<file path="src/include/qdac_cfg.svh">
// Constants for the quad DAC serial command decoder.
// Assumes inclusion by bare name from the include path.
`ifndef QDAC_CFG_SVH
`define QDAC_CFG_SVH

// ----------------------------------------
// Frame layout
// ----------------------------------------
`define QDAC_FRAME_BITS 16
`define QDAC_CMD_MSB 15
`define QDAC_CMD_LSB 12
`define QDAC_CODE_MSB 11
`define QDAC_CODE_LSB 0
`define QDAC_CODE_W 12
`define QDAC_CH_N 4
`define QDAC_KEEP_BITS 15

// ----------------------------------------
// Command groups and power-down fields
// ----------------------------------------
`define QDAC_GRP_DIRECT 2'h0
`define QDAC_GRP_INPUT 2'h1
`define QDAC_GRP_XFER 2'h2
`define QDAC_GRP_ALL 2'h3
`define QDAC_ALL_DIRECT 2'h0
`define QDAC_ALL_INPUT 2'h1
`define QDAC_ALL_XFER 2'h2
`define QDAC_ALL_POWER 2'h3
`define QDAC_PD_ALL_BIT 4
`define QDAC_PD_CH_MSB 3
`define QDAC_PD_CH_LSB 2
`define QDAC_PD_MODE_MSB 1
`define QDAC_PD_MODE_LSB 0
`define QDAC_RESET_CODE 12'h000
`define QDAC_COUNT_ZERO 5'h00
`define QDAC_COUNT_ONE 5'h01

`endif

</file>
<file path="src/include/qdac_pkg.sv">
// Types shared by the quad DAC command decoder.
// Assumes qdac_cfg.svh is on the include path.
`include "qdac_cfg.svh"

package qdac_pkg;
    typedef logic [`QDAC_CODE_W-1:0] qdac_code_t;
    typedef logic [`QDAC_FRAME_BITS-1:0] qdac_word_t;
    typedef enum logic [1:0] {
        QDAC_PD_WAKE,
        QDAC_PD_FLOAT,
        QDAC_PD_1K,
        QDAC_PD_100K
    } qdac_pd_e;
endpackage : qdac_pkg

</file>
<file path="src/include/qdac_frame_if.sv">
// Carries a received frame from the serial front end to the decoder.
// Assumes both ends share sys_clk.
`timescale 1ns/1ps
`default_nettype none

interface qdac_frame_if;
    import qdac_pkg::*;
    logic frame_valid;
    qdac_word_t frame_word;
    modport source (output frame_valid, output frame_word);
    modport sink (input frame_valid, input frame_word);
endinterface : qdac_frame_if

`default_nettype wire

</file>
<file path="src/hdl/qdac_sync.sv">
// Two-flop synchroniser for one asynchronous level.
// Assumes the input is a pin outside sys_clk's domain.
`timescale 1ns/1ps
`default_nettype none

module qdac_sync (
    // Clock and reset
    input wire logic sys_clk,
    input wire logic rst_n,
    // Level in and out
    input wire logic async_in,
    input wire logic reset_level,
    output logic sync_out
);
    logic meta_reg;
    logic sync_reg;

    // Reset takes the idle level; the value is a constant at each instance
    always_ff @(posedge sys_clk) begin
        if (!rst_n) begin
            meta_reg <= reset_level;
            sync_reg <= reset_level;
        end else begin
            meta_reg <= async_in;
            sync_reg <= meta_reg;
        end
    end

    assign sync_out = sync_reg;
endmodule : qdac_sync

`default_nettype wire

</file>
<file path="src/hdl/qdac_shifter.sv">
// Serial front end: samples the link, shifts 16 bits, hands a frame on.
// Assumes the link clock is far slower than sys_clk (80 ns vs 10 ns).
`timescale 1ns/1ps
`default_nettype none
`include "qdac_cfg.svh"

module qdac_shifter
    import qdac_pkg::*;
(
    // Clock and reset
    input wire logic sys_clk,
    input wire logic rst_n,
    // Serial link pins
    input wire logic cs_n,
    input wire logic sclk,
    input wire logic sdi,
    // Frame out
    qdac_frame_if.source frame,
    // Status
    output logic buffers_on
);
    logic cs_n_s;
    logic sclk_s;
    logic sdi_s;
    logic cs_n_d_reg;
    logic sclk_d_reg;
    logic en_reg;
    logic [4:0] cnt_reg;
    qdac_word_t sh_reg;
    qdac_word_t word_reg;
    logic valid_reg;

    // Synchronise pins
    qdac_sync u_cs (.sys_clk(sys_clk), .rst_n(rst_n), .async_in(cs_n),
        .reset_level(1'b1), .sync_out(cs_n_s));
    qdac_sync u_ck (.sys_clk(sys_clk), .rst_n(rst_n), .async_in(sclk),
        .reset_level(1'b0), .sync_out(sclk_s));
    qdac_sync u_di (.sys_clk(sys_clk), .rst_n(rst_n), .async_in(sdi),
        .reset_level(1'b0), .sync_out(sdi_s));

    wire cs_fall = cs_n_d_reg & ~cs_n_s;
    wire sclk_fall = sclk_d_reg & ~sclk_s;
    // Sample on falling edge
    wire take_bit = en_reg & ~cs_n_s & sclk_fall;
    wire last_bit = take_bit & (cnt_reg == 5'(`QDAC_FRAME_BITS - 1));
    // MSB arrives first
    wire [`QDAC_FRAME_BITS-1:0] sh_next = {sh_reg[`QDAC_FRAME_BITS-2:0], sdi_s};

    always_ff @(posedge sys_clk) begin
        if (!rst_n) begin
            cs_n_d_reg <= 1'b1;
            sclk_d_reg <= 1'b0;
        end else begin
            cs_n_d_reg <= cs_n_s;
            sclk_d_reg <= sclk_s;
        end
    end

    // Re-enable on select fall
    // Gate off after bit sixteen
    always_ff @(posedge sys_clk) begin
        if (!rst_n) begin
            en_reg <= 1'b0;
        end else if (cs_fall) begin
            en_reg <= 1'b1;
        end else if (last_bit) begin
            en_reg <= 1'b0;
        end
    end

    // Early select rise discards frame
    always_ff @(posedge sys_clk) begin
        if (!rst_n || cs_fall || cs_n_s) begin
            cnt_reg <= `QDAC_COUNT_ZERO;
        end else if (take_bit) begin
            cnt_reg <= cnt_reg + `QDAC_COUNT_ONE;
        end
    end

    // Assemble 16-bit frame
    always_ff @(posedge sys_clk) begin
        if (!rst_n) begin
            sh_reg <= '0;
            word_reg <= '0;
            valid_reg <= 1'b0;
        end else begin
            valid_reg <= last_bit;
            if (take_bit) begin
                sh_reg <= sh_next;
            end
            if (last_bit) begin
                word_reg <= sh_next;
            end
        end
    end

    assign frame.frame_valid = valid_reg;
    assign frame.frame_word = word_reg;
    assign buffers_on = en_reg;
endmodule : qdac_shifter

`default_nettype wire

</file>
<file path="src/hdl/qdac_decoder.sv">
// Quad 12-bit DAC serial command decoder, top level.
// Assumes a 3-wire serial master on the pins; outputs feed analog stages.
//
// Operation
// Serial input buffers switch off once sixteen bits are shifted.
// Falling chip select switches the serial input buffers back on.
// Frame is 16 bits, MSB first; top 4 command, low 12 code.
// Commands 0-3 load one output register directly and update it.
// Commands 4-7 load only one input register; output unchanged.
// Commands 8-11 copy one input register to output; data ignored.
// Command 12 loads all four output registers directly together.
// Command 13 loads all four input registers; outputs unchanged.
// Command 14 copies all input registers to outputs together.
// Channel code is straight unsigned binary, 4096 steps.
// Host uses offset binary for bipolar; midscale means zero.
// Command 15 sets power-down mode for one or all channels.
// Data sampled on falling serial clock; word acted on after 16.
// Chip select rising before sixteen bits discards the frame.
// Reset clears registers and powers down with 100k termination.
// Host shifts command bit 3 first and data bit 0 last.
// Pins are synchronised to sys_clk before edge detection.
`timescale 1ns/1ps
`default_nettype none
`include "qdac_cfg.svh"

module qdac_decoder
    import qdac_pkg::*;
(
    // Clock and reset
    input wire logic sys_clk,
    input wire logic rst_n,
    // Serial link
    input wire logic cs_n,
    input wire logic sclk,
    input wire logic sdi,
    // Channel outputs
    output logic [`QDAC_CODE_W-1:0] channel_a_output,
    output logic [`QDAC_CODE_W-1:0] channel_b_output,
    output logic [`QDAC_CODE_W-1:0] channel_c_output,
    output logic [`QDAC_CODE_W-1:0] channel_d_output,
    // Power-down modes, two bits per channel, A in the low pair
    output logic [2*`QDAC_CH_N-1:0] channel_pd_mode,
    // Status
    output logic input_buffers_on,
    output logic update_pulse
);
    qdac_frame_if frame_bus ();

    qdac_shifter u_shift (
        .sys_clk(sys_clk),
        .rst_n(rst_n),
        .cs_n(cs_n),
        .sclk(sclk),
        .sdi(sdi),
        .frame(frame_bus.source),
        .buffers_on(input_buffers_on)
    );

    // ----------------------------------------
    // Command decode
    // ----------------------------------------
    wire go = frame_bus.frame_valid;
    wire [3:0] command_field = frame_bus.frame_word[`QDAC_CMD_MSB:`QDAC_CMD_LSB];
    // Code kept as plain unsigned binary
    wire [`QDAC_CODE_W-1:0] channel_code =
        frame_bus.frame_word[`QDAC_CODE_MSB:`QDAC_CODE_LSB];
    wire [1:0] grp = command_field[3:2];
    wire [1:0] sel = command_field[1:0];
    wire is_all = (grp == `QDAC_GRP_ALL);
    wire pd_cmd = go & is_all & (sel == `QDAC_ALL_POWER);
    wire pd_all = channel_code[`QDAC_PD_ALL_BIT];
    wire [1:0] pd_ch = channel_code[`QDAC_PD_CH_MSB:`QDAC_PD_CH_LSB];
    wire [1:0] pd_mode = channel_code[`QDAC_PD_MODE_MSB:`QDAC_PD_MODE_LSB];

    // Per-channel hit for single or broadcast forms
    function automatic logic hit(input logic [1:0] g, input logic [1:0] a,
                                 input logic [1:0] ch);
        hit = ((grp == g) & (sel == ch)) | (is_all & (sel == a));
    endfunction : hit

    qdac_code_t in_reg [`QDAC_CH_N];
    qdac_code_t out_reg [`QDAC_CH_N];
    logic [1:0] pd_reg [`QDAC_CH_N];
    logic upd_reg;

    // ----------------------------------------
    // Channel registers
    // ----------------------------------------
    genvar gi;
    generate
        for (gi = 0; gi < `QDAC_CH_N; gi++) begin : g_ch
            // Direct write, input made transparent
            // Broadcast direct write
            wire direct = go & hit(`QDAC_GRP_DIRECT, `QDAC_ALL_DIRECT, 2'(gi));
            // Input register only
            // Broadcast input load
            wire load_in = go & hit(`QDAC_GRP_INPUT, `QDAC_ALL_INPUT, 2'(gi));
            // Transfer, frame data ignored
            // Broadcast transfer
            wire xfer = go & hit(`QDAC_GRP_XFER, `QDAC_ALL_XFER, 2'(gi));
            // Power-down target
            wire pd_hit = pd_cmd & (pd_all | (pd_ch == 2'(gi)));

            // Reset clears to zero, 100k termination
            always_ff @(posedge sys_clk) begin
                if (!rst_n) begin
                    in_reg[gi] <= `QDAC_RESET_CODE;
                    out_reg[gi] <= `QDAC_RESET_CODE;
                    pd_reg[gi] <= QDAC_PD_100K;
                end else begin
                    if (direct | load_in) begin
                        in_reg[gi] <= channel_code;
                    end
                    if (direct) begin
                        out_reg[gi] <= channel_code;
                    end else if (xfer) begin
                        out_reg[gi] <= in_reg[gi];
                    end
                    if (pd_hit) begin
                        pd_reg[gi] <= pd_mode;
                    end
                end
            end
            assign channel_pd_mode[2*gi+1:2*gi] = pd_reg[gi];
        end
    endgenerate

    // One-cycle marker that any output register was loaded
    wire any_upd = go & ((grp == `QDAC_GRP_DIRECT) | (grp == `QDAC_GRP_XFER)
        | (is_all & ((sel == `QDAC_ALL_DIRECT) | (sel == `QDAC_ALL_XFER))));

    always_ff @(posedge sys_clk) begin
        if (!rst_n) begin
            upd_reg <= 1'b0;
        end else begin
            upd_reg <= any_upd;
        end
    end

    assign channel_a_output = out_reg[0];
    assign channel_b_output = out_reg[1];
    assign channel_c_output = out_reg[2];
    assign channel_d_output = out_reg[3];
    assign update_pulse = upd_reg;
endmodule : qdac_decoder

`default_nettype wire

</file>
<file path="config.mk">
export PLATFORM = sky130hd
export DESIGN_NAME = qdac_decoder
export DESIGN_NICKNAME = d
export VERILOG_FILES = /design/src/include/qdac_pkg.sv /design/src/include/qdac_frame_if.sv /design/src/hdl/qdac_sync.sv /design/src/hdl/qdac_shifter.sv /design/src/hdl/qdac_decoder.sv
export VERILOG_INCLUDE_DIRS = /design/src /design/src/include
export SDC_FILE = /design/constraint.sdc
export NUM_CORES = 1
export LEC_CHECK = 0
export ABC_AREA = 0
export BUFFER_PORTS_ARGS = -buffer_cell sky130_fd_sc_hd__buf_2
export CAP_MARGIN = 20
export CORE_MARGIN = 2
export CORE_UTILIZATION = 55
export CTS_BUF_LIST = sky130_fd_sc_hd__clkbuf_8
export DETAILED_ROUTE_END_ITERATION = 8
export GPL_TIMING_DRIVEN = 1
export PLACE_DENSITY = 0.79
export SLEW_MARGIN = 10
export SYNTH_ARGS = -nofsm -noshare
export SYNTH_HDL_FRONTEND = slang
export SYNTH_HIERARCHICAL = 1
export SYNTH_SLANG_ARGS = --single-unit
</file>
<file path="constraint.sdc">
create_clock -name sys_clk -period 2.5 [get_ports sys_clk]
set_input_delay 0.25 -clock sys_clk [delete_from_list [all_inputs] [get_ports sys_clk]]
set_output_delay 0.25 -clock sys_clk [all_outputs]
set_load 0.03 [all_outputs]
</file>
==> impl_metrics.json, run 1 <==
{
  "status": "completed",
  "ys_top_cells_by_area": "edfxtp_1 (49%), dfxtp_1 (15%), and2_1 (5.0%), a22o_1 (4.9%), nand2_1 (4.5%)",
  "slew_violations": 0,
  "synth_top_cell_by_area": "edfxtp_1",
  "cp.arrival_ns": 2.43,
  "cts_made_buffers": 17,
  "syn_avg_cell_area_um2": 12.3,
  "fin_tns_setup_ns": 0,
  "p_leak_nw": 2.53,
  "viasPerCell": 5.62,
  "netlist_area_mm2": 0.00641,
  "drt_iter0_markers": 295,
  "grt_pass1_vias": 3943,
  "gp_congestion": 0.839,
  "antenna_found_initial": 0,
  "dp_hpwl_um": 7840,
  "drt-wirelength-per-cell_um": 16.6,
  "fin_nets": 590,
  "end_kind": "flop",
  "start_kind": "flop",
  "initial_core_util_pct": 56.1,
  "max_freq_ghz": 0.474,
  "rrSetupSlack_ns": 0.39,
  "ys_ff_latch": 151,
  "area_growth_pct": 12.3,
  "yosys.cell_count.top_type": "edfxtp_1",
  "rsz0062_at_grt": "false",
  "final_antenna_net_count": 0,
  "tritoncts": "yes",
  "core_area_mm2": 0.0114,
  "layout-drive-gt1-share_pct": 21.8,
  "maxCapViolCount": 0,
  "synthFlopType": "edfxtp_1",
  "ys_types": 46,
  "timing.hold.ws_ns": 0.0260,
  "rr_worst_depth": 3,
  "grt_pass1_wl_um": 19600,
  "io_buffers": 62,
  "path_class": "reg -> reg",
  "die_area_mm2": 0.0125,
  "synth_top_cells_by_count": "edfxtp_1 (104), nand2_1 (77), and2_1 (51)",
  "drt_wl_total_um": 12200,
  "post_cts_buffers": 0,
  "min_period_ns": 2.11,
  "critPathRequiredTime_ns": 2.82,
  "ys_seq_area_share_pct": 63.4,
  "period_share_pct": 84.3,
  "multi_input_area_mm2": 0.00211,
  "path_clk_slew_ns": 0.07,
  "crit_start": "u_shift/frame.frame_word[13]",
  "hp-start": "sclk",
  "slew_headroom_pct": 39.2,
  "syn-instance-count": 519,
  "drc": 0,
  "synth_top_area_share_pct": 48.7,
  "cts-htree-levels": 4,
  "die_w_um": 112,
  "yosysWarnings": 6,
  "ios": 63,
  "grt-ovfl-total": 0,
  "final_area_mm2": 0.00720,
  "r2r-end": "in_reg[1][4]",
  "hold_viol_final": 0,
  "seqCellArea_mm2": 0.00406,
  "setup_violations": 0,
  "cp-endpoint": "in_reg[1][4]",
  "worst_pin_slew_ns": 0.912,
  "num_vias": 4154,
  "dr.pass1.iters": 5,
  "place_area_mm2": 0.00681,
  "p_total_w": 0.00469,
  "insertion_delay_ns": 0.46,
  "fillers": 911,
  "cp_max_fo": 20,
  "root_buffer": "clkbuf_8",
  "antenna_cells": 0,
  "clock-sinks": 151,
  "power_density_mw_per_mm2": 652,
  "cts_max_path_buffers": 2,
  "rows": 39,
  "final.setup_skew_ns": 0.0139,
  "peakVddDrop_v": 0.000324,
  "synth_edf_count": 104,
  "die_y_um": 112,
  "r2r-start": "u_shift/frame.frame_word[13]",
  "globalRouteTotalUtil_pct": 20.4,
  "grt_max_degree": 73,
  "hold_path_class": "in -> reg",
  "synthArstFlopShare_pct": 0
}
==> worst min-delay path by stage <==
stage,endpoint,slack (ns),depth (start not counted)
CTS,u_shift/u_cs/meta_reg,0.002,2
finish,u_shift/u_ck/meta_reg,0.03,2
global route,u_shift/u_di/meta_reg,0.008,2
detailed placement,u_shift/u_di/sync_out,0.44,1
global placement,u_shift/u_ck/sync_out,0.44,1
floorplan,u_shift/u_ck/meta_reg,0.40,1
==> logic make-up after synthesis <==
group,Yosys count,share of synthesized area [%]
AO/OA/AOI/OAI,111,12.4
XOR/XNOR,3,0.410
adder cells (fa/ha/maj),2,0.390
buffers and inverters,44,3.98
flip-flops,151,63.4
multiplexers,23,3.73
other,2,0.117
AND/OR/NAND/NOR,183,15.6
==> metrics by stage <==
stage | setup WS (ns) | utilization (%) | cells
after CTS | 0.392 | 62.9 | 737
after floorplan | 0.0299 | - | 523
final | 0.392 | 63.0 | 739
after detailed placement | 0.411 | 59.7 | 705
after global routing | 0.218 | 63.0 | 739
after global placement | 0.522 | 59.7 | 705
==> layer usage <==
layer / wire [µm] / vias up / GRT usage, %
met4: 329 / 0 / 8.54
met3: 950 / 26 / 6.53
li1: - / 1991 / -
met5: 0 / - / 0
met1: 4750 / 1975 / 25.7
met2: 6210 / 162 / 33.0
==> layout by cell type (no fill, tap or decap), drive strengths merged, types with 4 or more instances in the layout <==
| cell type | count |
|---|---|
| a21boi | 15 |
| a21o | 5 |
| a21oi | 24 |
| a22o | 36 |
| and2 | 52 |
| and3 | 4 |
| buf | 77 |
| clkbuf | 20 |
| conb | 6 |
| dfxtp | 47 |
| edfxtp | 104 |
| inv | 14 |
| mux2 | 7 |
| mux2i | 16 |
| nand2 | 79 |
| nand2b | 5 |
| nand3 | 14 |
| nand3b | 6 |
| nor4 | 4 |
| o21ai | 23 |
| or3b | 4 |
==> cell type report <==
type | instances | share of cell area [%]
tap | 143 | 2.49
multi-input combinational | 328 | 29.4
sequential | 151 | 56.5
timing repair buffer | 79 | 6.29
inverter | 6 | 0.313
clock buffer | 19 | 3.63
clock inverter | 13 | 1.44
==> what timing repair did <==
item                                    4_1_cts  5_1_grt
gates resized for setup                       0        0
hold buffers                                  0        1
endpoints found under the setup margin        0        0
hold endpoints to repair                      0        1
==> where the power goes <==
part / switching, W / total (W) / leakage, nW / internal (W)
Sequential: 0.0000259 / 0.00277 / 1.37 / 0.00274
Combinational: 0.000146 / 0.000201 / 0.954 / 0.0000557
Clock: 0.000891 / 0.00172 / 0.200 / 0.000833
==> critical path, cell delays in order (launching register included) <==
cell     delay, ns
dfxtp_1       0.78
or3b_1        0.42
a21oi_1       0.55
and2_1        0.22
(Power assumes the default switching activity.)
==> inputs of run 2 (changes only) <==
Settings changed: CORE_UTILIZATION 55 to 61, PLACE_DENSITY 0.79 to 0.83.
Clock period 2.5 ns to 2.05 ns, I/O delays scaled along.
==> run 2 against run 1 <==
Net effect: setup slack worse by 0.29 ns; first-iteration DRC count is 4.7% higher; clock skew is 0.0057 ns lower; critical path depth stayed put; core utilization is 8.6 points higher; design area is 2.3% higher; wire length is 2.9% higher; via count is 1.9% higher; clock power is 44% higher; hold slack better by 0.24 ns; die area is 9.5% lower; non-clock buffer count is 10 higher; largest cell class unchanged; highest routed layer unchanged.
==> impl_metrics.json, run 2 (same netlist as run 1, synthesis figures left out) <==
{
  "status": "completed",
  "cpMaxStageDelayCell": "dfxtp_1",
  "post_cts_buffers": 0,
  "die_y_um": 107,
  "cp_cell_sequence": "nand2_2 > or3_1 > o21ai_1",
  "worst_path_largest_cell_delay_ns": 0.71,
  "dp_hpwl_um": 7980,
  "place_area_mm2": 0.00687,
  "max_freq_ghz": 0.513,
  "drt-wirelength-per-cell_um": 17.0,
  "globalRouteTotalUtil_pct": 23.2,
  "crit_start": "u_shift/frame.frame_word[14]",
  "p_total_w": 0.00611,
  "clock-sinks": 151,
  "die_w_um": 107,
  "final.setup_skew_ns": 0.00814,
  "insertion_delay_ns": 0.44,
  "end_kind": "flop",
  "maxCapViolCount": 0,
  "slew_violations": 0,
  "antenna_cells": 0,
  "critPathRequiredTime_ns": 2.18,
  "final_cell_mix": "edfxtp_1 (104), nand2_1 (77), buf_2 (62)",
  "period_share_pct": 95.1,
  "hold_path_class": "in -> reg",
  "io_buffers": 62,
  "final_cells": 742,
  "path_clk_slew_ns": 0.08,
  "path_class": "reg -> reg",
  "slew_headroom_pct": 52.2,
  "cp_max_fo": 17,
  "tritoncts": "yes",
  "area_growth_pct": 14.9,
  "die_area_mm2": 0.0113,
  "layout-drive-gt1-share_pct": 22.9,
  "drt_wl_total_um": 12600,
  "mostFrequentLayoutCell": "edfxtp_1",
  "drc": 0,
  "setup_violations": 0,
  "grt-ovfl-total": 0,
  "hold_depth": 3,
  "rsz0062_at_grt": "false",
  "hold_viol_final": 0,
  "final_area_mm2": 0.00736,
  "rr_worst_depth": 3,
  "grt_pass1_vias": 3985,
  "power_density_mw_per_mm2": 830,
  "r2r-start": "u_shift/frame.frame_word[14]",
  "grt_pass1_wl_um": 19600,
  "gp_congestion": 0.850,
  "antenna_found_initial": 0,
  "final_antenna_net_count": 0,
  "initial_core_util_pct": 62.4,
  "peakVddDrop_v": 0.000490,
  "start_kind": "flop",
  "min_period_ns": 1.95,
  "cts_made_buffers": 17,
  "cts_max_path_buffers": 2,
  "cts-htree-levels": 4,
  "num_vias": 4234,
  "timing.hold.ws_ns": 0.267,
  "dr.pass1.iters": 5,
  "fillers": 685,
  "worst_pin_slew_ns": 0.716,
  "fin_nets": 600,
  "place_inst": 707,
  "rrSetupSlack_ns": 0.10,
  "core_area_mm2": 0.0103,
  "rows": 37,
  "hp-start": "rst_n",
  "root_buffer": "clkbuf_8",
  "min_to": "u_shift/cs_n_d_reg",
  "r2r-end": "pd_reg[1][1]",
  "grt_max_degree": 73,
  "viasPerCell": 5.71,
  "drt_iter0_markers": 309,
  "cp.arrival_ns": 2.08,
  "ios": 63,
  "p_leak_nw": 2.59,
  "final_core_util_pct": 71.6
}
-- run 2: changes by cell type in the layout (fill, tap and decap cells not counted), sizes merged --
cell / change
buf: +9
inv: -7
bufinv: +4
clkbuf: -3
clkinvlp: +3
clkinv: +2
dlygate4sd3: +2
-- run 2: report_power, final --
part	total, W	internal (W)	switching, W
registers	0.00338	0.00334	0.0000324
logic	0.000248	0.0000706	0.000178
clock network	0.00248	0.00143	0.00105
-- run 2: worst max-delay path, delay by kind of cell, from the launching register on --
family,cells,cell delay (ns)
flip-flops,1,0.71
AND/OR/NAND/NOR,2,0.67
AO/OA/AOI/OAI,1,0.26
-- run 2: layout make-up --
class	instances	area [µm²]	area share, %
Sequential cell	151	4060	55.2
Inverter	6	22.5	0.306
Clock inverter	15	210	2.86
Timing Repair Buffer	89	533	7.24
Tap cell	136	170	2.31
Multi-Input combinational cell	328	2130	28.9
Clock buffer	17	234	3.18
-- run 2: how the worst max path moves through the flow --
stage,to,cells after the start,slack [ns]
global route,pd_reg[3][1],3,0.006
detailed placement,out_reg[0][10],3,-0.04
finish,pd_reg[1][1],3,0.10
CTS,in_reg[1][7],3,0.11
global placement,out_reg[3][2],3,0.11
floorplan,in_reg[1][0],4,0.10
-- run 2: what timing repair did --
action / CTS / global route
hold endpoints to repair: 3 / 0
cloned: 0 / 0
endpoints found under the setup margin: 18 / 12
resized for setup: 2 / 1
hold buffers: 3 / 0
-- run 2: through the flow --
step	TNS, ns	setup WS (ns)
finish	0	0.101
global route	0	0.00556
CTS	0	0.114
detailed placement	-0.137	-0.0356
global placement	0	0.110
floorplan	0	0.104
-- run 2: layer usage --
layer  up-vias  global-route usage (%)  part of all wire, %
met1      2021                    28.5                   39
met2       167                    38.6                   51
met3        32                    5.76                  7.2
met5         -                       0                    0
met4         0                    11.2                  2.9
li1       2014                       -                    -
==> inputs of run 3 (changes only) <==
Settings changed: CORE_UTILIZATION 61 to 59, CTS_BUF_LIST sky130_fd_sc_hd__clkbuf_8 to not set, PLACE_DENSITY 0.83 to 0.81.
==> run 3 against run 2 <==
Net effect: setup slack better by 0.015 ns; clock skew is 0.0019 ns higher; sequential cell count stayed put; design area is 2.1% higher; power is 11% higher; wire length is 2.8% higher.
==> impl_metrics.json, run 3 (same netlist as run 1, synthesis figures left out) <==
{
  "post_cts_buffers": 0,
  "power_density_mw_per_mm2": 899,
  "final_antenna_net_count": 0,
  "rows": 38,
  "drc": 0,
  "p_leak_nw": 2.67,
  "gp_congestion": 0.855,
  "antenna_cells": 0,
  "worst_path_largest_cell_delay_ns": 0.70,
  "initial_core_util_pct": 59.9,
  "rrSetupSlack_ns": 0.12,
  "antenna_found_initial": 0,
  "drt-wirelength-per-cell_um": 17.3,
  "area_growth_pct": 17.3,
  "clock-sinks": 151,
  "place_inst": 713,
  "end_kind": "flop",
  "cts_max_path_buffers": 2,
  "root_buffer": "clkbuf_8",
  "dr.pass1.iters": 5,
  "min_to": "u_shift/frame.frame_word[14]",
  "hold_path_class": "in -> reg",
  "insertion_delay_ns": 0.53,
  "grt_pass1_wl_um": 20200,
  "fin_tns_setup_ns": 0,
  "period_share_pct": 94.4,
  "globalRouteTotalUtil_pct": 23.4,
  "worst_pin_slew_ns": 0.657,
  "cp_max_fo": 17,
  "cp_cell_sequence": "nand2_2 > or3_1 > o21ai_1",
  "status": "completed",
  "min_period_ns": 1.93,
  "grt_pass1_vias": 4003,
  "viasPerCell": 5.61,
  "path_clk_slew_ns": 0.07,
  "core_area_mm2": 0.0107,
  "final_cells": 748,
  "final_core_util_pct": 70.3,
  "cpMaxStageDelayCell": "dfxtp_1",
  "mostFrequentLayoutCell": "edfxtp_1",
  "maxCapViolCount": 0,
  "setup_violations": 0,
  "slew_violations": 0,
  "hold_depth": 3,
  "critPathRequiredTime_ns": 2.27,
  "cts-htree-levels": 4,
  "final_cell_mix": "edfxtp_1 (104), nand2_1 (77), buf_2 (62)",
  "die_w_um": 108,
  "grt_max_degree": 44,
  "max_freq_ghz": 0.517,
  "slew_headroom_pct": 56.2,
  "die_area_mm2": 0.0117,
  "hp-start": "rst_n",
  "start_kind": "flop",
  "io_buffers": 62,
  "grt-ovfl-total": 0,
  "peakVddDrop_v": 0.000647,
  "num_vias": 4194,
  "r2r-end": "pd_reg[0][0]",
  "layout-drive-gt1-share_pct": 23.7,
  "dp_hpwl_um": 8260,
  "cp.arrival_ns": 2.16,
  "r2r-start": "u_shift/frame.frame_word[14]",
  "path_class": "reg -> reg",
  "drt_iter0_markers": 342,
  "die_y_um": 108,
  "final.setup_skew_ns": 0.0100,
  "cts_made_buffers": 17,
  "ios": 63,
  "tritoncts": "yes",
  "hold_viol_final": 0,
  "fin_nets": 602,
  "rr_worst_depth": 3,
  "drt_wl_total_um": 12900,
  "rsz0062_at_grt": "false"
}
-- run 3: report_power, final --
part / internal (W) / switching [W] / total (W)
logic: 0.0000691 / 0.000179 / 0.000249
registers: 0.00335 / 0.0000354 / 0.00338
clock network: 0.00179 / 0.00134 / 0.00312
total: 0.00520 / 0.00155 / 0.00676
-- run 3: timing repair --
action,4_1_cts,5_1_grt
hold buffers,3,0
endpoints found under the setup margin,1,16
endpoints found under the hold margin,3,0
resized for setup,1,2
-- run 3: layer usage --
layer | track usage (%) | vias to the layer above | share of wire (%)
li1 | - | 2023 | -
met4 | 11.2 | 0 | 3.0
met2 | 37.4 | 138 | 49
met3 | 5.30 | 23 | 5.7
met5 | 0 | - | 0
met1 | 30.3 | 2010 | 42
-- run 3: layout make-up --
class,instances,area [µm²]
clock buffers,17,414
clock inverters,15,179
fillers,727,3180
inverters,6,22.5
multi-input cells,328,2120
flip-flops and latches,151,4070
well taps,140,175
repair buffers,91,536
-- run 3: worst max path at each step --
stage	from	to	slack, ns	cells after the start
2_1_floorplan	u_shift/frame.frame_word[13]	in_reg[1][0]	0.10	4
3_3_place_gp	u_shift/frame.frame_word[14]	out_reg[0][3]	0.12	3
3_5_place_dp	u_shift/frame.frame_word[14]	out_reg[0][8]	0.04	3
4_1_cts	u_shift/frame.frame_word[15]	out_reg[3][8]	0.01	4
5_1_grt	u_shift/frame.frame_word[14]	pd_reg[3][1]	0.01	3
6_report	u_shift/frame.frame_word[14]	pd_reg[0][0]	0.12	3
-- run 3: critical path: cells and delay by family, from the launching register on --
family,cells,cell delay (ns)
AO/OA/AOI/OAI,1,0.25
flip-flops,1,0.70
AND/OR/NAND/NOR,2,0.67
-- run 3: per-stage QoR --
| step | setup slack (ns) | instance area, µm² | power [W] | hold WS, ns |
|---|---|---|---|---|
| floorplan | 0.104 | 6430 | 0.00361 | 0.351 |
| global placement | 0.124 | 6880 | 0.00368 | 0.433 |
| detailed placement | 0.0421 | 6880 | 0.00369 | 0.436 |
| CTS | 0.0110 | 7510 | 0.00678 | 0.0425 |
| global route | 0.0129 | 7520 | 0.00693 | 0.0848 |
| finish | 0.116 | 7520 | 0.00676 | 0.0717 |
